--- config.mk ---
export PLATFORM = sky130hd
export DESIGN_NAME = dis_sequencer
export DESIGN_NICKNAME = d
export VERILOG_FILES = /design/src/dis_pkg.sv /design/src/dis_sequencer.sv
export SDC_FILE = /design/constraint.sdc
export NUM_CORES = 1
export LEC_CHECK = 0
export ABC_AREA = 1
export BUFFER_PORTS_ARGS = -buffer_cell sky130_fd_sc_hd__buf_2
export CORE_MARGIN = 3
export CORE_UTILIZATION = 47
export CTS_BUF_LIST = sky130_fd_sc_hd__clkbuf_8
export DETAILED_ROUTE_END_ITERATION = 6
export PLACE_DENSITY_LB_ADDON = 0.15
export SETUP_SLACK_MARGIN = 0.2
export SLEW_MARGIN = 10
export SYNTH_ARGS = -nofsm -noshare
export SYNTH_HDL_FRONTEND = slang
export SYNTH_SLANG_ARGS = --single-unit
--- constraint.sdc ---
create_clock -name clk_in -period 4.4 [get_ports clk_in]
set_input_delay 0.66 -clock clk_in [delete_from_list [all_inputs] [get_ports clk_in]]
set_output_delay 0.66 -clock clk_in [all_outputs]
set_load 0.02 [all_outputs]
--- src/dis_pkg.sv ---
// Constants, carrier types and state encoding of the dual inrush sequencer
package dis_pkg;

  localparam int unsigned NUM_CH       = 2;
  localparam int unsigned CLK_HZ       = 200_000_000;
  localparam int unsigned CLK_KHZ      = CLK_HZ / 1_000;
  localparam int unsigned CLK_MHZ      = CLK_HZ / 1_000_000;

  // Times as printed, and their cycle counts at the clock rate
  localparam int unsigned DEBOUNCE_MS  = 100;
  localparam int unsigned DEBOUNCE_CYC = DEBOUNCE_MS * CLK_KHZ;
  localparam int unsigned STARTUP_MS   = 100;
  localparam int unsigned STARTUP_CYC  = STARTUP_MS * CLK_KHZ;
  localparam int unsigned RETRY_S      = 5;
  localparam int unsigned RETRY_CYC    = RETRY_S * CLK_HZ;
  localparam int unsigned CB_US        = 20;
  localparam int unsigned CB_CYC       = CB_US * CLK_MHZ;
  localparam logic [12:0] CB_CYC_W     = 13'(CB_CYC);
  localparam int unsigned RETRY_RATIO  = 50;

  // Register bus widths
  localparam int unsigned ADDR_W       = 4;
  localparam int unsigned DATA_W       = 8;

  // Register offsets
  localparam logic [3:0] REG_CTRL0     = 4'h0;
  localparam logic [3:0] REG_CTRL1     = 4'h1;
  localparam logic [3:0] REG_ALERT0    = 4'h2;
  localparam logic [3:0] REG_ALERT1    = 4'h3;
  localparam logic [3:0] REG_FAULT0    = 4'h4;
  localparam logic [3:0] REG_FAULT1    = 4'h5;
  localparam logic [3:0] REG_STAT0     = 4'h6;
  localparam logic [3:0] REG_STAT1     = 4'h7;
  localparam logic [3:0] REG_BUSID     = 4'h8;

  // Control register fields
  localparam int unsigned CTL_RETRY    = 0;
  localparam int unsigned CTL_SWREQ    = 3;
  localparam int unsigned CTL_GPCFG    = 6;
  localparam logic [7:0]  CTRL_RST     = 8'h00;
  localparam logic [1:0]  GP_PGOOD     = 2'h0;
  localparam logic [1:0]  GP_PBAD      = 2'h1;
  localparam logic [1:0]  GP_LOW       = 2'h2;

  // Fault log fields
  localparam int unsigned F_OV         = 0;
  localparam int unsigned F_UV         = 1;
  localparam int unsigned F_OC         = 2;
  localparam int unsigned F_CB         = 3;
  localparam int unsigned F_PBAD       = 4;
  localparam int unsigned F_BP         = 5;
  localparam int unsigned FAULT_W      = 6;
  localparam logic [5:0]  FAULT_RST    = 6'h00;
  localparam logic [5:0]  ALERT_RST    = 6'h00;

  // Bus id: arbitrary neutral base value
  localparam logic [6:0]  BUS_ID_BASE  = 7'h20;

  typedef struct packed {
    logic board_present_n;
    logic switch_request;
    logic high_limit;
    logic low_limit;
    logic low_reset;
    logic fb_low;
    logic cb_over;
    logic limiting;
    logic gp_in;
  } dis_chan_pins_t;

  typedef struct packed {
    logic       pairing;
    logic       timer_on_rail;
    logic       timer_cap_done;
    logic       supply_uvlo;
    logic [2:0] id_high;
    logic [2:0] id_low;
  } dis_glob_pins_t;

  typedef struct packed {
    logic [3:0] addr;
    logic [7:0] wdata;
    logic       wr;
    logic       rd;
  } dis_bus_req_t;

  localparam dis_chan_pins_t CHAN_PINS_RST = 9'h100;

  typedef enum logic [1:0] {
    ST_OFF,
    ST_STARTUP,
    ST_RUN,
    ST_COOL
  } dis_state_t;

endpackage : dis_pkg

--- src/dis_sequencer.sv ---
// Dual channel inrush sequencer: start-up, fault log, power good and alert logic
//
// Summary of operation
// Enabled logged fault pulls alert low
// Pairing low: start together, stop together
// Pairing high: each channel runs alone
// Independent start waits for other start-up
// Board-present high keeps pass drive off
// Every board-present edge logged as fault
// Board-present fall samples request, clears faults
// Divider low means power bad; pin configurable
// Power-bad logged when low, running, driven
// Foldback only in start-up, then fixed
// Gentle pull-down normally, strong on short
// Good pin resets to pull-low-when-bad
// Request rise turns on, fall turns off
// Request bit follows pin after debounce
// Request fall clears channel fault log
// Over limit logs fault, drive off
// Breaker trips after 20us over 50mV
// Start-up timeout while limiting logs overcurrent
// Rail-tied timer: 100ms start, 5s retry
// Under limit logs fault, drive off
// Deep undervoltage clears log except undervoltage
// Three three-level selects give 27 addresses
// Conditions hold 100ms before turn-on
// Paired start needs both pins or bits
// All pins synchronised before use
//
// Design decisions made here: the plain strobed port and the register addresses.
`timescale 1ns/1ps
`default_nettype none

module dis_sequencer #(
  parameter int unsigned DEBOUNCE_CYC = dis_pkg::DEBOUNCE_CYC,
  parameter int unsigned STARTUP_CYC  = dis_pkg::STARTUP_CYC,
  parameter int unsigned RETRY_CYC    = dis_pkg::RETRY_CYC
) (
  input  wire logic                       clk_in,
  input  wire logic                       rst_n_in,
  input  wire dis_pkg::dis_bus_req_t      bus_req_in,
  output logic [7:0]                      rd_data_out,
  input  wire dis_pkg::dis_chan_pins_t [1:0] chan_pins_in,
  input  wire dis_pkg::dis_glob_pins_t    glob_pins_in,
  output logic [1:0]                      pass_drive_out,
  output logic [1:0]                      foldback_en_out,
  output logic [1:0]                      gentle_pd_out,
  output logic [1:0]                      strong_pd_out,
  output logic [1:0]                      good_flag_out,
  output logic [1:0]                      good_flag_oe_out,
  output logic                            alert_out,
  output logic                            alert_oe_out,
  output logic [6:0]                      bus_addr_out
);
  import dis_pkg::*;

  dis_chan_pins_t [1:0] ch_meta_r;
  dis_chan_pins_t [1:0] ch_s_r;
  dis_chan_pins_t [1:0] ch_prev_r;
  dis_glob_pins_t       gl_meta_r;
  dis_glob_pins_t       gl_s_r;

  logic [31:0]          deb_cnt_r   [2];
  logic [31:0]          tmr_r       [2];
  logic [31:0]          su_len_r    [2];
  logic [12:0]          cb_cnt_r    [2];
  dis_state_t           st_r        [2];
  logic [7:0]           ctrl_r      [2];
  logic [5:0]           alert_en_r  [2];
  logic [5:0]           fault_r     [2];

  logic [1:0]           pass_r;
  logic [1:0]           fold_r;
  logic [1:0]           gentle_r;
  logic [1:0]           strong_r;
  logic [1:0]           gf_oe_r;
  logic                 alert_oe_r;
  logic [6:0]           bus_addr_r;
  logic [7:0]           rd_data_r;

  logic [1:0]           bp_fall;
  logic [1:0]           bp_edge;
  logic [1:0]           sw_rise;
  logic [1:0]           sw_fall;
  logic [1:0]           cond_ok;
  logic [1:0]           qual;
  logic [1:0]           qual_rise;
  logic [1:0]           stop;
  logic [1:0]           kill;
  logic [1:0]           oc_trip;
  logic [1:0]           cb_trip;
  logic [1:0]           su_done;
  logic [1:0]           blocked;
  logic [1:0]           start_ok;
  logic [1:0]           go;
  logic [1:0]           pgood;
  logic [31:0]          cool_len    [2];
  logic                 paired;
  logic                 want_pair;

  // Register address decode shared by reads and writes
  function automatic logic hit(input logic [3:0] a, input logic [3:0] idx);
    hit = (a == idx);
  endfunction : hit

  // Three-level select: low gives 0, open gives 1, high gives 2
  function automatic logic [6:0] trit(input logic hi, input logic lo);
    if (lo) begin
      trit = 7'h00;
    end else if (hi) begin
      trit = 7'h02;
    end else begin
      trit = 7'h01;
    end
  endfunction : trit

  // Two-stage input synchroniser
  always_ff @(posedge clk_in) begin
    if (!rst_n_in) begin
      ch_meta_r <= {CHAN_PINS_RST, CHAN_PINS_RST};
      ch_s_r    <= {CHAN_PINS_RST, CHAN_PINS_RST};
      ch_prev_r <= {CHAN_PINS_RST, CHAN_PINS_RST};
      gl_meta_r <= '0;
      gl_s_r    <= '0;
    end else begin
      ch_meta_r <= chan_pins_in;
      ch_s_r    <= ch_meta_r;
      ch_prev_r <= ch_s_r;
      gl_meta_r <= glob_pins_in;
      gl_s_r    <= gl_meta_r;
    end
  end

  always_comb begin
    paired    = !gl_s_r.pairing;
    // Paired start needs both pins or both bits
    want_pair = (ch_s_r[0].switch_request & ch_s_r[1].switch_request) |
                (ctrl_r[0][CTL_SWREQ] & ctrl_r[1][CTL_SWREQ]);
    for (int c = 0; c < NUM_CH; c++) begin
      bp_fall[c]   = ch_prev_r[c].board_present_n & !ch_s_r[c].board_present_n;
      bp_edge[c]   = ch_prev_r[c].board_present_n ^ ch_s_r[c].board_present_n;
      sw_rise[c]   = !ch_prev_r[c].switch_request & ch_s_r[c].switch_request;
      sw_fall[c]   = ch_prev_r[c].switch_request & !ch_s_r[c].switch_request;
      // Board-present high forbids turn-on
      cond_ok[c]   = !ch_s_r[c].board_present_n & !ch_s_r[c].high_limit &
                     !ch_s_r[c].low_limit;
      qual[c]      = cond_ok[c] && (deb_cnt_r[c] == DEBOUNCE_CYC);
      qual_rise[c] = cond_ok[c] && (deb_cnt_r[c] == DEBOUNCE_CYC - 1);
      // Internal period when timer pin tied to rail
      su_done[c]   = gl_s_r.timer_on_rail ? (tmr_r[c] >= STARTUP_CYC - 1)
                                          : gl_s_r.timer_cap_done;
      cool_len[c]  = gl_s_r.timer_on_rail ? RETRY_CYC
                                          : 32'(su_len_r[c] * RETRY_RATIO);
      // Start-up expiry while still limiting
      oc_trip[c]   = (st_r[c] == ST_STARTUP) && su_done[c] && ch_s_r[c].limiting;
      // Breaker after continuous over-threshold time
      cb_trip[c]   = (st_r[c] == ST_RUN) && ch_s_r[c].cb_over &&
                     (cb_cnt_r[c] == CB_CYC_W - 13'h0001);
      // Limit comparators force the drive off
      stop[c]      = ch_s_r[c].board_present_n | ch_s_r[c].high_limit |
                     ch_s_r[c].low_limit | gl_s_r.supply_uvlo |
                     !(paired ? want_pair : ctrl_r[c][CTL_SWREQ]);
      // Latched overcurrent or breaker fault blocks restart unless retry is on
      blocked[c]   = (fault_r[c][F_OC] | fault_r[c][F_CB]) & !ctrl_r[c][CTL_RETRY];
      pgood[c]     = !ch_s_r[c].fb_low;
    end
    // Paired: any stop or trip stops both
    if (paired) begin
      kill     = {2{|stop | |oc_trip | |cb_trip}};
      start_ok = {2{&qual & want_pair & !(|blocked) &
                    (st_r[0] == ST_OFF) & (st_r[1] == ST_OFF)}};
      go       = start_ok;
    end else begin
      // Independent: each channel's stop and start terms see only itself
      kill = stop;
      for (int c = 0; c < NUM_CH; c++) begin
        start_ok[c] = qual[c] & ctrl_r[c][CTL_SWREQ] & !blocked[c] & (st_r[c] == ST_OFF);
      end
      // Defer while the other channel starts up
      go[0] = start_ok[0] & (st_r[1] != ST_STARTUP);
      go[1] = start_ok[1] & (st_r[0] != ST_STARTUP) & !go[0];
    end
  end

  // Insertion debounce
  always_ff @(posedge clk_in) begin
    for (int c = 0; c < NUM_CH; c++) begin
      if (!rst_n_in || !cond_ok[c]) begin
        deb_cnt_r[c] <= 32'h00000000;
      end else if (deb_cnt_r[c] < DEBOUNCE_CYC) begin
        deb_cnt_r[c] <= deb_cnt_r[c] + 32'h00000001;
      end
    end
  end

  // Channel sequencing
  always_ff @(posedge clk_in) begin
    for (int c = 0; c < NUM_CH; c++) begin
      if (!rst_n_in) begin
        st_r[c]     <= ST_OFF;
        tmr_r[c]    <= 32'h00000000;
        su_len_r[c] <= 32'h00000001;
      end else begin
        case (st_r[c])
          ST_OFF: begin
            tmr_r[c] <= 32'h00000000;
            if (go[c]) begin
              st_r[c] <= ST_STARTUP;
            end
          end
          ST_STARTUP: begin
            tmr_r[c] <= tmr_r[c] + 32'h00000001;
            if (oc_trip[c]) begin
              st_r[c]  <= ST_COOL;
              tmr_r[c] <= 32'h00000000;
            end else if (kill[c]) begin
              st_r[c] <= ST_OFF;
            end else if (su_done[c]) begin
              st_r[c]     <= ST_RUN;
              su_len_r[c] <= tmr_r[c] + 32'h00000001;
            end
          end
          ST_RUN: begin
            tmr_r[c] <= 32'h00000000;
            if (cb_trip[c]) begin
              st_r[c] <= ST_COOL;
            end else if (kill[c]) begin
              st_r[c] <= ST_OFF;
            end
          end
          ST_COOL: begin
            // Cool-down before another attempt is allowed
            tmr_r[c] <= tmr_r[c] + 32'h00000001;
            if (tmr_r[c] >= cool_len[c] - 32'h00000001) begin
              st_r[c] <= ST_OFF;
            end
          end
          default: begin
            st_r[c] <= ST_OFF;
          end
        endcase
      end
    end
  end

  // Breaker over-threshold timer
  always_ff @(posedge clk_in) begin
    for (int c = 0; c < NUM_CH; c++) begin
      if (!rst_n_in || st_r[c] != ST_RUN || !ch_s_r[c].cb_over) begin
        cb_cnt_r[c] <= 13'h0000;
      end else if (cb_cnt_r[c] != CB_CYC_W) begin
        cb_cnt_r[c] <= cb_cnt_r[c] + 13'h0001;
      end
    end
  end

  // Control registers and switch request bit
  always_ff @(posedge clk_in) begin
    for (int c = 0; c < NUM_CH; c++) begin
      if (!rst_n_in) begin
        // Good pin defaults to pull-low-when-bad
        ctrl_r[c] <= CTRL_RST;
      end else begin
        if (bus_req_in.wr && hit(bus_req_in.addr, REG_CTRL0 + 4'(c))) begin
          ctrl_r[c] <= bus_req_in.wdata;
        end
        // Pin events override a software write in the same cycle
        // Bit follows pin once qualified
        if (qual_rise[c]) begin
          ctrl_r[c][CTL_SWREQ] <= ch_s_r[c].switch_request;
        end
        // Sample request on insertion
        if (bp_fall[c]) begin
          ctrl_r[c][CTL_SWREQ] <= ch_s_r[c].switch_request;
        end
        // Request edges switch the channel
        if (sw_rise[c]) begin
          ctrl_r[c][CTL_SWREQ] <= 1'b1;
        end else if (sw_fall[c]) begin
          ctrl_r[c][CTL_SWREQ] <= 1'b0;
        end
      end
    end
  end

  // Alert enables
  always_ff @(posedge clk_in) begin
    for (int c = 0; c < NUM_CH; c++) begin
      if (!rst_n_in) begin
        alert_en_r[c] <= ALERT_RST;
      end else if (bus_req_in.wr && hit(bus_req_in.addr, REG_ALERT0 + 4'(c))) begin
        alert_en_r[c] <= bus_req_in.wdata[FAULT_W-1:0];
      end
    end
  end

  // Fault log: clears first, sets last so a fresh event wins
  always_ff @(posedge clk_in) begin
    logic [5:0] f;
    for (int c = 0; c < NUM_CH; c++) begin
      f = fault_r[c];
      if (bus_req_in.wr && hit(bus_req_in.addr, REG_FAULT0 + 4'(c))) begin
        f = f & ~bus_req_in.wdata[FAULT_W-1:0];
      end
      // Request fall or insertion clears log
      if (sw_fall[c] || bp_fall[c]) begin
        f = FAULT_RST;
      end
      // Deep undervoltage keeps only undervoltage
      if (ch_s_r[c].low_reset) begin
        f = f & (6'h01 << F_UV);
      end
      // Overvoltage fault
      f[F_OV] = f[F_OV] | ch_s_r[c].high_limit;
      // Undervoltage fault
      f[F_UV] = f[F_UV] | ch_s_r[c].low_limit;
      // Overcurrent at start-up end
      f[F_OC] = f[F_OC] | oc_trip[c];
      f[F_CB] = f[F_CB] | cb_trip[c];
      // Power bad only when running and driven
      f[F_PBAD] = f[F_PBAD] | (ch_s_r[c].fb_low & (st_r[c] == ST_RUN) & pass_r[c]);
      // Every board-present transition logged
      f[F_BP] = f[F_BP] | bp_edge[c];
      if (!rst_n_in) begin
        fault_r[c] <= FAULT_RST;
      end else begin
        fault_r[c] <= f;
      end
    end
  end

  // Gate drive and current-limit selection
  always_ff @(posedge clk_in) begin
    for (int c = 0; c < NUM_CH; c++) begin
      if (!rst_n_in) begin
        pass_r[c]   <= 1'b0;
        fold_r[c]   <= 1'b0;
        gentle_r[c] <= 1'b1;
        strong_r[c] <= 1'b0;
      end else begin
        pass_r[c]   <= ((st_r[c] == ST_STARTUP) || (st_r[c] == ST_RUN)) && !gl_s_r.supply_uvlo;
        // Foldback only during start-up
        fold_r[c]   <= (st_r[c] == ST_STARTUP) && !gl_s_r.supply_uvlo;
        // Strong pull-down on short or lockout
        strong_r[c] <= gl_s_r.supply_uvlo ||
                       ((st_r[c] == ST_COOL) && fault_r[c][F_CB]);
        gentle_r[c] <= !((st_r[c] == ST_STARTUP) || (st_r[c] == ST_RUN)) &&
                       !(gl_s_r.supply_uvlo ||
                         ((st_r[c] == ST_COOL) && fault_r[c][F_CB]));
      end
    end
  end

  // Good pin mode from control bits 7:6
  always_ff @(posedge clk_in) begin
    for (int c = 0; c < NUM_CH; c++) begin
      if (!rst_n_in) begin
        gf_oe_r[c] <= 1'b1;
      end else begin
        case (ctrl_r[c][CTL_GPCFG +: 2])
          GP_PGOOD: gf_oe_r[c] <= !pgood[c];
          GP_PBAD:  gf_oe_r[c] <= pgood[c];
          GP_LOW:   gf_oe_r[c] <= 1'b1;
          default:  gf_oe_r[c] <= 1'b0;
        endcase
      end
    end
  end

  // Alert follows enabled logged faults
  always_ff @(posedge clk_in) begin
    if (!rst_n_in) begin
      alert_oe_r <= 1'b0;
    end else begin
      alert_oe_r <= |((fault_r[0] & alert_en_r[0]) | (fault_r[1] & alert_en_r[1]));
    end
  end

  // Bus id decode, 27 combinations
  always_ff @(posedge clk_in) begin
    if (!rst_n_in) begin
      bus_addr_r <= BUS_ID_BASE;
    end else begin
      bus_addr_r <= BUS_ID_BASE + trit(gl_s_r.id_high[0], gl_s_r.id_low[0]) +
                    7'(3 * trit(gl_s_r.id_high[1], gl_s_r.id_low[1])) +
                    7'(9 * trit(gl_s_r.id_high[2], gl_s_r.id_low[2]));
    end
  end

  // Read data valid only in the cycle after the strobe
  always_ff @(posedge clk_in) begin
    if (!rst_n_in || !bus_req_in.rd) begin
      rd_data_r <= 8'h00;
    end else if (hit(bus_req_in.addr, REG_CTRL0)) begin
      rd_data_r <= ctrl_r[0];
    end else if (hit(bus_req_in.addr, REG_CTRL1)) begin
      rd_data_r <= ctrl_r[1];
    end else if (hit(bus_req_in.addr, REG_ALERT0)) begin
      rd_data_r <= {2'h0, alert_en_r[0]};
    end else if (hit(bus_req_in.addr, REG_ALERT1)) begin
      rd_data_r <= {2'h0, alert_en_r[1]};
    end else if (hit(bus_req_in.addr, REG_FAULT0)) begin
      rd_data_r <= {2'h0, fault_r[0]};
    end else if (hit(bus_req_in.addr, REG_FAULT1)) begin
      rd_data_r <= {2'h0, fault_r[1]};
    end else if (hit(bus_req_in.addr, REG_STAT0)) begin
      rd_data_r <= {gl_s_r.pairing, pass_r[0], qual[0], ch_s_r[0].gp_in, pgood[0],
                    ch_s_r[0].board_present_n, ch_s_r[0].low_limit, ch_s_r[0].high_limit};
    end else if (hit(bus_req_in.addr, REG_STAT1)) begin
      rd_data_r <= {gl_s_r.pairing, pass_r[1], qual[1], ch_s_r[1].gp_in, pgood[1],
                    ch_s_r[1].board_present_n, ch_s_r[1].low_limit, ch_s_r[1].high_limit};
    end else if (hit(bus_req_in.addr, REG_BUSID)) begin
      rd_data_r <= {1'b0, bus_addr_r};
    end else begin
      rd_data_r <= 8'h00;
    end
  end

  assign rd_data_out      = rd_data_r;
  assign pass_drive_out   = pass_r;
  assign foldback_en_out  = fold_r;
  assign gentle_pd_out    = gentle_r;
  assign strong_pd_out    = strong_r;
  assign good_flag_oe_out = gf_oe_r;
  assign alert_oe_out     = alert_oe_r;
  assign bus_addr_out     = bus_addr_r;
  // Open-drain pins only ever drive low
  assign good_flag_out    = 2'b00;
  assign alert_out        = 1'b0;

endmodule : dis_sequencer
`default_nettype wire

# After elaboration in Yosys (flattened, before gate mapping)
# Memories as Yosys holds them, arrays and structs flattened.
# Cells that the tools add are included.
[word_totals]
ff_bits = 86
ramBits = 262
in_bits = 44
output_inout_bits = 29
wordCells = 532
memories = 8
[mem_list]
columns = ["memory", "words", "word_bits", "read_ports", "rd_clocked_by_memory_dff", "write_ports", "line", "source"]
rows = [
  ["deb_cnt_r", 2, 32, 2, 0, 2, "dis_sequencer.sv:63", "logic [31:0] deb_cnt_r [2];"],
  ["su_len_r", 2, 32, 2, 0, 2, "dis_sequencer.sv:65", "logic [31:0] su_len_r [2];"],
  ["tmr_r", 2, 32, 2, 0, 2, "dis_sequencer.sv:64", "logic [31:0] tmr_r [2];"],
  ["cb_cnt_r", 2, 13, 2, 0, 2, "dis_sequencer.sv:66", "logic [12:0] cb_cnt_r [2];"],
  ["ctrl_r", 2, 8, 2, 0, 2, "dis_sequencer.sv:68", "logic [7:0] ctrl_r [2];"],
  ["alert_en_r", 2, 6, 2, 0, 2, "dis_sequencer.sv:69", "logic [5:0] alert_en_r [2];"],
  ["2 more memories", "-", "-", "-", "-", "-", "-", ""],
]
[op_classes]
n_addsub = 11
multipliers = 4
magnitude_cmp = 6
n_eq_ne = 30
mux = 224
n_bitwise = 108
n_reduce_logical = 81
[op_table]
columns = ["operator", "n"]
rows = [
  ["2-to-1 mux 32 bit", 16],
  ["2-to-1 mux 1 bit", 158],
  ["adder 32 x 1 -> 32 bit, second input constant", 4],
  ["== test 32 x 25 -> 1 bit, second input constant", 4],
  ["2-to-1 mux 8 bit", 10],
  ["OR 1 bit", 69],
  [">= comparator 32 x 25 -> 1 bit, second input constant", 2],
  [">= comparator 32 bit", 2],
  ["less-than comparator 32 x 25 -> 1 bit, second input constant", 2],
  ["multiplier 32 x 5 -> 31 bit, second input constant", 2],
  ["subtractor 32 x 1 -> 32 bit, second input constant", 2],
  ["2-to-1 mux 6 bit", 10],
  ["2-to-1 mux 2 bit", 22],
  ["AND 1 bit", 31],
  ["logical NOT 1 bit", 31],
  ["2-to-1 mux 7 bit", 4],
  ["adder 13 x 1 -> 13 bit, second input constant", 2],
  ["== test 13 x 12 -> 1 bit, second input constant", 2],
  ["logical AND 1 bit", 26],
  ["2-to-1 mux 13 bit", 2],
  ["inequality test 13 x 12 -> 1 bit, second input constant", 2],
  ["AND 6 bit", 4],
  ["== test 4 x 3 -> 1 bit, second input constant", 4],
  ["adder 7 bit", 2],
  ["20 further kinds", 51],
]

# Longest topological paths before layout
# Gate-level depths: netlist (run 1).
[logic_depth]
word_depth = 22
depth_mapped = 36
ltp_nobuf = 36

# Worst setup path before layout (run 1)
# No wires, ideal clock.
[synth_path]
path_type = "flip-flop to flip-flop"
startpoint = "memory su_len_r[0][6]"
endpoint = "memory st_r[0][0] (netlist bit), enable pin"
setup_time_ps = 300
t_arrival_ps = 4300
t_required_ps = 4100
setup_slack_ps = -200
stages_incl_launch_ff = 34
n_path_buf = 0
period_less_slack_ps = 4600
path_cell_list = "edfxtp_1 > ha_1 > ha_1 > inv_1 > fa_1 > inv_1 > ha_1 > nand2_2 > inv_2 > a21oi_1 > nand2_2 > nand2_1 > nand2_1 > o21ai_1 > nor2_1 > nor2_2 > inv_1 > nor2_1 > nand2_1 > nor2_2 > nand2_1 > nand2_1 > nand2_1 > ha_1 > nand2_1 > inv_1 > nand3_1 > nor3_1 > nand4_1 > nand2_1 > nand2_1 > nand2_1 > inv_1 > nand3_1"
[synth_lines]
columns = ["element", "line", "source"]
rows = [
  ["start, declared", "dis_sequencer.sv:65", ""],
  ["end, declared", "dis_sequencer.sv:67", "dis_state_t st_r [2];"],
]

==> results of run 1 <==
synth_stat cells, drive strengths merged, types with 2 or more instances:
cell type  instances
and3               2
o41ai              2
nor3              83
clkbuf            23
nand4             90
nand3b            20
clkinv             3
o221ai             2
and2               3
o211ai            15
a221oi             6
nor4              18
a41oi              4
or2               11
o21ai             61
fa                52
nand3            207
buf               23
xor2             103
inv              817
edfxtp           248
a211oi             3
o2111ai            2
nor2             520
nand2            833
a21oi            118
o21a               5
o31ai              6
o21bai             4
nor3b             10
o22ai              5
dfxtp             98
xnor2             29
ha               259
a31oi              8
final cells by class:
class | count | area (sq um)
antenna | 1 | 2.50
clock buffer | 65 | 895
clock inverter | 46 | 288
fill | 5256 | 23000
inverter | 820 | 3090
multi-input combinational | 2503 | 17200
sequential | 346 | 9410
tap | 765 | 957
timing repair buffer | 423 | 3080
how the worst max path moves through the flow:
stage | start | endpoint | slack [ns]
final | su_len_r[1][19]$_SDFFCE_PN0P_ | st_r[1][1]$_SDFFCE_PP0P_ | -0.57
after global routing | su_len_r[1][3]$_SDFFCE_PN0P_ | st_r[1][1]$_SDFFCE_PP0P_ | -0.96
after CTS | su_len_r[1][6]$_SDFFCE_PN0P_ | st_r[1][1]$_SDFFCE_PP0P_ | -0.47
after detailed placement | su_len_r[1][15]$_SDFFCE_PN0P_ | st_r[1][1]$_SDFFCE_PP0P_ | -0.78
after global placement | su_len_r[1][18]$_SDFFCE_PN0P_ | st_r[1][0]$_SDFFCE_PP0P_ | -0.72
after floorplan | su_len_r[0][5]$_SDFFCE_PN0P_ | st_r[0][0]$_SDFFCE_PP0P_ | -0.08
through the flow:
step,worst slack (ns),std cells
floorplan,-0.0759,3715
global placement,-0.715,4772
detailed placement,-0.781,4772
CTS,-0.469,4937
global route,-0.961,4968
finish,-0.566,4969
worst register-to-register path: stages, from the launching register on:
cell and delay [ns]:
edfxtp_1 0.50, ha_1 0.34, ha_1 0.28, inv_1 0.05, fa_1 0.49, inv_1 0.06
ha_4 0.30, nand2_4 0.07, nor2_4 0.09, inv_1 0.07, nor2_4 0.13, nand3b_1 0.16
nand4_1 0.15, nand3_4 0.12, nor2_4 0.15, nand2_2 0.07, nor2_1 0.09, nand3_1 0.09
xor2_1 0.18, ha_1 0.32, a21oi_2 0.13, nor2_1 0.06, a211oi_1 0.18, o221ai_1 0.17
a21oi_2 0.15, nand2_2 0.10, nand3_2 0.08, nand4_1 0.12
cells by family after synthesis:
family | synth area share (%)
buffers and inverters | 12.0
adder cells (fa/ha/maj) | 15.5
XOR/XNOR | 4.18
AND/OR/NAND/NOR | 29.2
flip-flops | 34.0
other | 0.0136
multiplexers | 0.0362
AO/OA/AOI/OAI | 5.09
flip-flops by register name, indices dropped and copies added, names as in the netlist, 2 cells and up:
| register | cells |
|---|---|
| alert_en_r | 12 |
| bus_addr_out | 7 |
| cb_cnt_r | 26 |
| ch_meta_r | 18 |
| ch_prev_r | 4 |
| ch_s_r | 18 |
| ctrl_r | 16 |
| deb_cnt_r | 64 |
| fault_r | 12 |
| foldback_en_out | 2 |
| gentle_pd_out | 2 |
| gl_meta_r | 10 |
| gl_s_r | 10 |
| good_flag_oe_out | 2 |
| pass_drive_out | 2 |
| rd_data_out | 8 |
| st_r | 4 |
| strong_pd_out | 2 |
| su_len_r | 62 |
| tmr_r | 64 |
metal layers:
layer	GRT usage, %	up-vias	share of wire, %
li1	-	12600	-
met1	32.2	11200	47
met2	37.6	481	46
met3	2.79	110	4.2
met4	6.39	0	2.5
met5	0	-	0
power groups by stage:
| stage | Combinational [mW] | Clock, mW | Sequential [mW] |
|---|---|---|---|
| after floorplan | 1.98 | 0 | 3.90 |
| after global placement | 3.13 | 0 | 3.95 |
| after detailed placement | 3.15 | 0 | 3.95 |
| after CTS | 3.66 | 3.02 | 3.89 |
| after global routing | 4.44 | 3.15 | 3.92 |
| final | 4.00 | 2.91 | 3.89 |
timing repair:
| item | in CTS | in global routing |
|---|---|---|
| pin swaps | 117 | 152 |
| buffers inserted | 54 | 31 |
| resized for setup | 283 | 200 |
| setup endpoints to repair | 8 | 8 |
==> parameters.txt, run 1 <==
Parameter                              Value

Outcome
  Outcome    finished, violations left
  Violated checks    DRC, setup timing

Hold path
  Worst Hold Launch    glob_pins_in[1]
  Hold-critical path endpoint    gl_meta_r[1]$_SDFF_PN0_
  Type of the most critical hold path    in -> reg
  Min-Delay Path Depth    3

STA
  FMAX    approximately 200 MHz
  Final Hold Vio Count    0
  Worst slew pin tran    approximately 1.1 ns
  Minimum hold slack    0.183 ns
  RSZ-0062 raised after global routing    true
  Clock tree skew after final layout    roughly 0.037 ns
  Final sum of negative setup slack    -4.09 ns
  Smallest setup slack after layout    -0.566 ns
  Setup violations, final    8
  Crit path time final    between 4 and 5 ns
  Slew headroom    25.4%
  Final worst path period share    113%
  Final-report max-slew violation count    0

Route
  Vias post-DR    about 24,000
  Final antenna-violating net count    0
  DR iter-0 viols    around 1,300
  Detailed-router iteration count before antenna repair    7
  Mean routed wirelength per cell    between 10 and 15 um
  Total detailed-routing wirelength    around 73 mm
  Remaining routing DRC violations    3
  Number of vias per cell after detailed routing    roughly 4.9

Global routing
  Total routing usage reported by global routing    between 20% and 30%
  Pin count of the biggest net entering global routing    68
  Vias in the first global route    roughly 24,000
  Total gr overflow    0
  Initial antenna violation count    2
  Global-route wire length before repair    roughly 120 mm

CTS
  Root buffer cell    clkbuf_8
  TritonCTS clock tree    yes
  Clk buf depth    3
  Clock network latency to the later pin of the worst-skew pair    around 0.66 ns
  Clock input transition at the sequential cells of the worst setup and hold paths    about 0.07 ns
  H-tree Lvls    2
  Total of hold buffers inserted after clock tree synthesis    0
  # clock sinks    approximately 350
  Inserted Clock Buffers    59

Finish
  Area growth from synthesis to final layout    26.1%
  Total number of nets in the final design    about 4,500
  Design area    between 0.03 and 0.04 sq mm
  Highest-count cells in the layout ignoring fill and taps    767 x inv_1, 681 x nand2_1, 395 x nor2_1
  Fraction of the core area covered by cells at the end of the flow    roughly 60%
  Commonest non-fill, non-tap cell in the layout    inv_1
  Fraction of layout cells with a size suffix above 1    between 20% and 30%

Placement
  Number of port buffers    69
  Final HPWL DP    between 50 and 60 mm
  Instance area after placement    0.0310 sq mm
  Weighted congestion reported at the end of routability-driven placement    just over 0.9

Yosys
  Share of synthesized registers carrying an async set or reset    0%
  Gate count of the mapped netlist    3,699
  Post-synth top flop    edfxtp_1
  Number of warning messages in the yosys log    0
  Yosys reg bits    346
  Sequential element share of the synthesized area    around a third
  Post-synth top area share    between 20% and 30%
  Syn Std Cell Area    roughly 0.028 sq mm
  Largest area contributor in the synthesized netlist    edfxtp_1
  Post-synth EDFFs    248
  Number of distinct library cells after synthesis    between 60 and 70
  Cell types occupying the most area after synthesis    edfxtp_1 27%, ha_1 12%, nand2_1 11%, inv_1 11%, dfxtp_1 7.1%
  Per-instance average area after synthesis    ~7.5 sq um

Critical path
  Worst Path Max Fanout    4
  Depth of the most critical reg-to-reg path    27
  Max stage delay on crit path    0.50 ns
  Worst setup EP type    flip-flop
  Crit path buf inv count    3
  Gate family responsible for the most delay along the worst path    adder cells
  Worst Setup Start Kind    flip-flop
  Crit Path Category    reg -> reg
  Critical register-to-register path startpoint    su_len_r[1][19]$_SDFFCE_PN0P_
  Stages on the worst setup path    27
  Slowest stage cell on the critical path    edfxtp_1
  Req. time, crit path    ~4.8 ns
  Setup slack of the worst register-to-register path    -0.57 ns
  Endpoint of the worst-slack reg-to-reg timing path    st_r[1][1]$_SDFFCE_PP0P_
  Data arrival time of the worst path    between 5 and 6 ns

Power
  Total power after layout    around 11 mW
  Relative contribution of the clock network to total power    a little over a quarter
  Internal power    6.95 mW
  Areal power density over the cells    310 mW/mm^2
  Fraction of power consumed by combinational cells    37.0%
  Net switching component of the power    3.86 mW
  Switching part of the total    35.7%
  Total leakage power    around 17 nW
  Maximum vdd ir drop    0.254 mV
  Sequential group share of total power    about 36%

Die
  Number of rows created at floorplan    between 80 and 90
  Chip height    roughly 250 um
  Num ports    73
  Core area    ~0.058 sq mm
  X dimension of the die    approximately 250 um
  Initial standard-cell utilization of the core    between 40% and 50%
  Area enclosed by the die boundary    between 0.06 and 0.07 sq mm

Flow run
  # Max-Cap Violations    0
Power figures use the tool's default switching activity.
==> inputs of run 2 (changes only) <==
--- a/config.mk
+++ b/config.mk
@@ -5,7 +5,8 @@
 export SDC_FILE = /design/constraint.sdc
 export NUM_CORES = 1
 export LEC_CHECK = 0
-export ABC_AREA = 1
+export ABC_AREA = 0
+export ABC_CLOCK_PERIOD_IN_PS = 4400
 export BUFFER_PORTS_ARGS = -buffer_cell sky130_fd_sc_hd__buf_2
 export CORE_MARGIN = 3
 export CORE_UTILIZATION = 47
==> run 2 against run 1 <==
  * The flow finishes with violations (setup timing)
  * Critical path depth decreased by 2
  * Maximum frequency down 22%
  * Area after synthesis shrank 8.0%
  * Cell area fell by 10%
  * Via count fell by 12%
  * Utilization down 1.1 points
  * Critical endpoint is now st_r[0][0]$_SDFFCE_PP0P_
  * Power decreased by 6.6%
==> parameters.txt, run 2 <==
Parameter                              Value

Die
  X dimension of the die    239 um (was 249 um)
  Area enclosed by the die boundary    0.0570 sq mm (was 0.0618 sq mm)
  Core area    0.0531 sq mm (was 0.0579 sq mm)
  Num ports    73 (unchanged)
  Initial standard-cell utilization of the core    48.0% (was 47.7%)
  Number of rows created at floorplan    84 (was 88)
  Chip height    239 um (was 249 um)

Route
  DR iter-0 viols    1,095 (was 1,311)
  Number of vias per cell after detailed routing    5.39 (was 4.92)
  Total detailed-routing wirelength    67.5 mm (was 72.7 mm)
  Final antenna-violating net count    0 (unchanged)
  Vias post-DR    21,500 (was 24,400)
  Remaining routing DRC violations    0 (was 3)
  Mean routed wirelength per cell    16.9 um (was 14.6 um)
  Detailed-router iteration count before antenna repair    6 (was 7)

Critical path
  Crit Path Category    reg -> reg (unchanged)
  Worst Path Max Fanout    5 (was 4)
  Worst setup EP type    flip-flop (unchanged)
  Critical register-to-register path startpoint    su_len_r[0][4]$_SDFFCE_PN0P_ (was su_len_r[1][19]$_SDFFCE_PN0P_)
  Critical path endpoint    st_r[0][0]$_SDFFCE_PP0P_ (was st_r[1][1]$_SDFFCE_PP0P_)
  Req. time, crit path    4.79 ns (about the same)
  Data arrival time of the worst path    6.73 ns (was 5.35 ns)
  Setup slack of the worst register-to-register path    -1.94 ns (was -0.57 ns)
  Worst Setup Start Kind    flip-flop (unchanged)
  Endpoint of the worst-slack reg-to-reg timing path    st_r[0][0]$_SDFFCE_PP0P_ (was st_r[1][1]$_SDFFCE_PP0P_)
  Worst setup path startpoint    su_len_r[0][4]$_SDFFCE_PN0P_ (was su_len_r[1][19]$_SDFFCE_PN0P_)
  Depth of the most critical reg-to-reg path    25 (was 27)

Finish
  Design area    0.0314 sq mm (was 0.0349 sq mm)
  Area taken by flip-flops and latches    0.00941 sq mm (about the same)
  Area growth from synthesis to final layout    23.4% (was 26.1%)
  Total number of nets in the final design    3,611 (was 4,508)
  Filler instances    4,677 (was 5,256)
  Fraction of layout cells with a size suffix above 1    20.7% (was 25.0%)
  Commonest non-fill, non-tap cell in the layout    buf_4 (was inv_1)
  Non-filler instance count after layout    3,992 (was 4,969)
  Combined area of the multi-input logic cells    0.0154 sq mm (was 0.0172 sq mm)
  Highest-count cells in the layout ignoring fill and taps    392 x buf_4, 371 x nor2_1, 300 x inv_1 (was 767 x inv_1, 681 x nand2_1, 395 x nor2_1)
  Largest registers    deb_cnt_r x64, tmr_r x64, su_len_r x62 (unchanged)

STA
  Clock tree skew after final layout    0.0389 ns (was 0.0373 ns)
  Worst slew pin tran    1.18 ns (was 1.11 ns)
  Smallest setup slack after layout    -1.94 ns (was -0.566 ns)
  Final worst path period share    144% (was 113%)
  Final Hold Vio Count    0 (unchanged)
  Final-report max-slew violation count    0 (unchanged)
  Setup violations, final    8 (unchanged)
  Slew headroom    20.3% (was 25.4%)
  FMAX    158 MHz (was 201 MHz)
  RSZ-0062 raised after global routing    true (unchanged)
  Crit path time final    6.34 ns (was 4.97 ns)

Yosys
  Cell types occupying the most area after synthesis    edfxtp_1 29%, ha_1 13%, dfxtp_1 7.7%, nor2_1 5.5%, inv_1 4.3% (was edfxtp_1 27%, ha_1 12%, nand2_1 11%, inv_1 11%, dfxtp_1 7.1%)
  Post-synth EDFFs    248 (unchanged)
  Syn Std Cell Area    0.0255 sq mm (was 0.0277 sq mm)
  Per-instance average area after synthesis    9.13 sq um (was 7.48 sq um)
  Most frequently used cell type in the post-synthesis netlist    nor2_1 (was nand2_1)
  Gate count of the mapped netlist    2,789 (was 3,699)
  Largest area contributor in the synthesized netlist    edfxtp_1 (unchanged)
  Share of synthesized registers carrying an async set or reset    0% (unchanged)
  Post-synth top flop    edfxtp_1 (unchanged)
  Sequential element share of the synthesized area    37.0% (was 34.0%)
  Yosys reg bits    346 (unchanged)
  Number of distinct library cells after synthesis    85 (was 61)
  Top cells by instance count after synthesis    376 x nor2_1, 291 x inv_1, 259 x ha_1 (was 811 x nand2_1, 791 x inv_1, 471 x nor2_1)
  Number of warning messages in the yosys log    0 (unchanged)
  Post-synth top area share    29.3% (was 26.9%)

Power
  Total leakage power    13.9 nW (was 16.8 nW)
  Maximum vdd ir drop    0.246 mV (was 0.254 mV)
  Total power after layout    10.1 mW (was 10.8 mW)
  Areal power density over the cells    321 mW/mm^2 (was 310 mW/mm^2)

Outcome
  Violated checks    setup timing (was DRC, setup timing)
  Outcome    finished, violations left (unchanged)

Global routing
  Met2 capacity usage during global routing    41.6% (was 37.6%)
  Initial antenna violation count    2 (unchanged)
  Layer with the highest usage    met2 (unchanged)
  Total routing usage reported by global routing    23.4% (was 23.0%)
  Met3 routing resource usage after global routing    2.93% (was 2.79%)
  Pin count of the biggest net entering global routing    60 (was 68)
  Met1 routing resource usage after global routing    30.2% (was 32.2%)
  Total gr overflow    0 (unchanged)
  Global-route wire length before repair    109 mm (was 118 mm)
  Vias in the first global route    21,600 (was 23,900)

CTS
  Root buffer cell    clkbuf_8 (unchanged)
  Clock input transition at the sequential cells of the worst setup and hold paths    0.07 ns (about the same)
  TritonCTS clock tree    yes (unchanged)
  Clock network latency to the later pin of the worst-skew pair    0.67 ns (was 0.66 ns)
  H-tree Lvls    2 (unchanged)
  Clk buf depth    3 (unchanged)
  Inserted Clock Buffers    57 (was 59)
  # clock sinks    346 (unchanged)

Hold path
  Type of the most critical hold path    in -> reg (unchanged)
  Min-Delay Path Depth    2 (was 3)

Placement
  Instance area after placement    0.0293 sq mm (was 0.0310 sq mm)
  Weighted congestion reported at the end of routability-driven placement    0.896 (was 0.929)
  Final HPWL DP    52.9 mm (was 55.8 mm)
  Placed Cells    3,846 (was 4,772)
  Number of port buffers    69 (unchanged)

Flow run
  # Max-Cap Violations    0 (unchanged)
[run 2: changes by cell type after synthesis, moves of 32 or more]
cell,previous run,this run
and2_1,2,111
nor2_2,32,0
nor2_1,471,376
clkbuf_1,23,59
nand3_1,180,101
nand4_1,86,51
nand2_1,811,194
xnor2_1,29,95
inv_1,791,291
a21o_1,0,53
[run 2: metrics by stage]
step	setup TNS [ns]	hold slack, ns	util, %	setup slack (ns)
after floorplan	-10.90	0.386	-	-1.71
after CTS	-14.06	0.132	58.4	-2.00
after global routing	-15.84	0.155	59.2	-2.18
after detailed placement	-16.32	0.405	55.2	-2.20
final	-13.77	0.181	59.2	-1.94
after global placement	-15.62	0.392	55.2	-2.09
[run 2: power by group]
part           total, mW  internal (mW)  switching (mW)
logic               3.18           1.53            1.65
clock network       3.08           1.71            1.38
registers           3.83           3.66           0.175
[run 2: per-layer routing]
metal  wire (um)  share of wire, %  vias up
li1            -                 -    10700
met1       29500                44    10300
met2       33200                49      473
met3        3200               4.7      107
met4        1600               2.4        2
met5          13             0.019        -
[run 2: worst min path at each step]
| stage | start | end | slack (ns) |
|---|---|---|---|
| after floorplan | ch_meta_r[17]$_SDFF_PN1_ | ch_s_r[17]$_SDFF_PN1_ | 0.39 |
| after global placement | ch_meta_r[17]$_SDFF_PN1_ | ch_s_r[17]$_SDFF_PN1_ | 0.39 |
| after detailed placement | ch_meta_r[17]$_SDFF_PN1_ | ch_s_r[17]$_SDFF_PN1_ | 0.41 |
| after CTS | chan_pins_in[8] | ch_meta_r[8]$_SDFF_PN1_ | 0.13 |
| after global routing | chan_pins_in[8] | ch_meta_r[8]$_SDFF_PN1_ | 0.16 |
| final | chan_pins_in[8] | ch_meta_r[8]$_SDFF_PN1_ | 0.18 |
[run 2: cell type report]
type | count | area share, %
Antenna cell | 1 | 0.00797
Inverter | 291 | 3.48
Timing Repair Buffer | 470 | 10.9
Tap cell | 688 | 2.74
Clock inverter | 35 | 0.892
Clock buffer | 71 | 3.11
Sequential cell | 346 | 30.0
Multi-Input combinational cell | 2090 | 48.9
[run 2: timing repair]
item	CTS	global route
pin swaps	36	42
endpoints found under the setup margin	8	8
buffers inserted	25	14
hold buffers	0	0
gates resized for setup	59	57
[run 2: worst max-delay path, cell delays in order (launching register included)]
cell	delay [ns]
edfxtp_1	0.42
ha_1	0.30
ha_1	0.27
inv_1	0.05
fa_1	0.49
inv_2	0.05
ha_4	0.28
o211ai_1	0.11
o21a_1	0.23
or3_4	0.39
nor4bb_1	0.14
or3_4	0.37
or4b_4	0.57
a2111oi_4	0.31
buf_4	0.18
xor2_1	0.14
ha_1	0.27
a21o_1	0.19
a21o_1	0.17
a21oi_1	0.12
o21ai_1	0.10
nand2_1	0.09
nand2_1	0.06
a31oi_1	0.17
nand3_1	0.12
or4b_4	0.51
[run 2: logic make-up (layout without fill, tap and decap cells)]
kind of cell | count (synthesis) | in the layout | synth area share, %
and+or+nand+nor | 1094 | 1094 | 21.2
AOI/OAI and AO/OA | 442 | 442 | 11.5
buffers and inverters | 369 | 867 | 5.63
DFF | 346 | 346 | 37.0
adders and majority gates | 311 | 311 | 16.8
xor gates and xnor gates | 205 | 205 | 7.05
muxes | 21 | 21 | 0.831
other | 1 | 18 | 0.0147
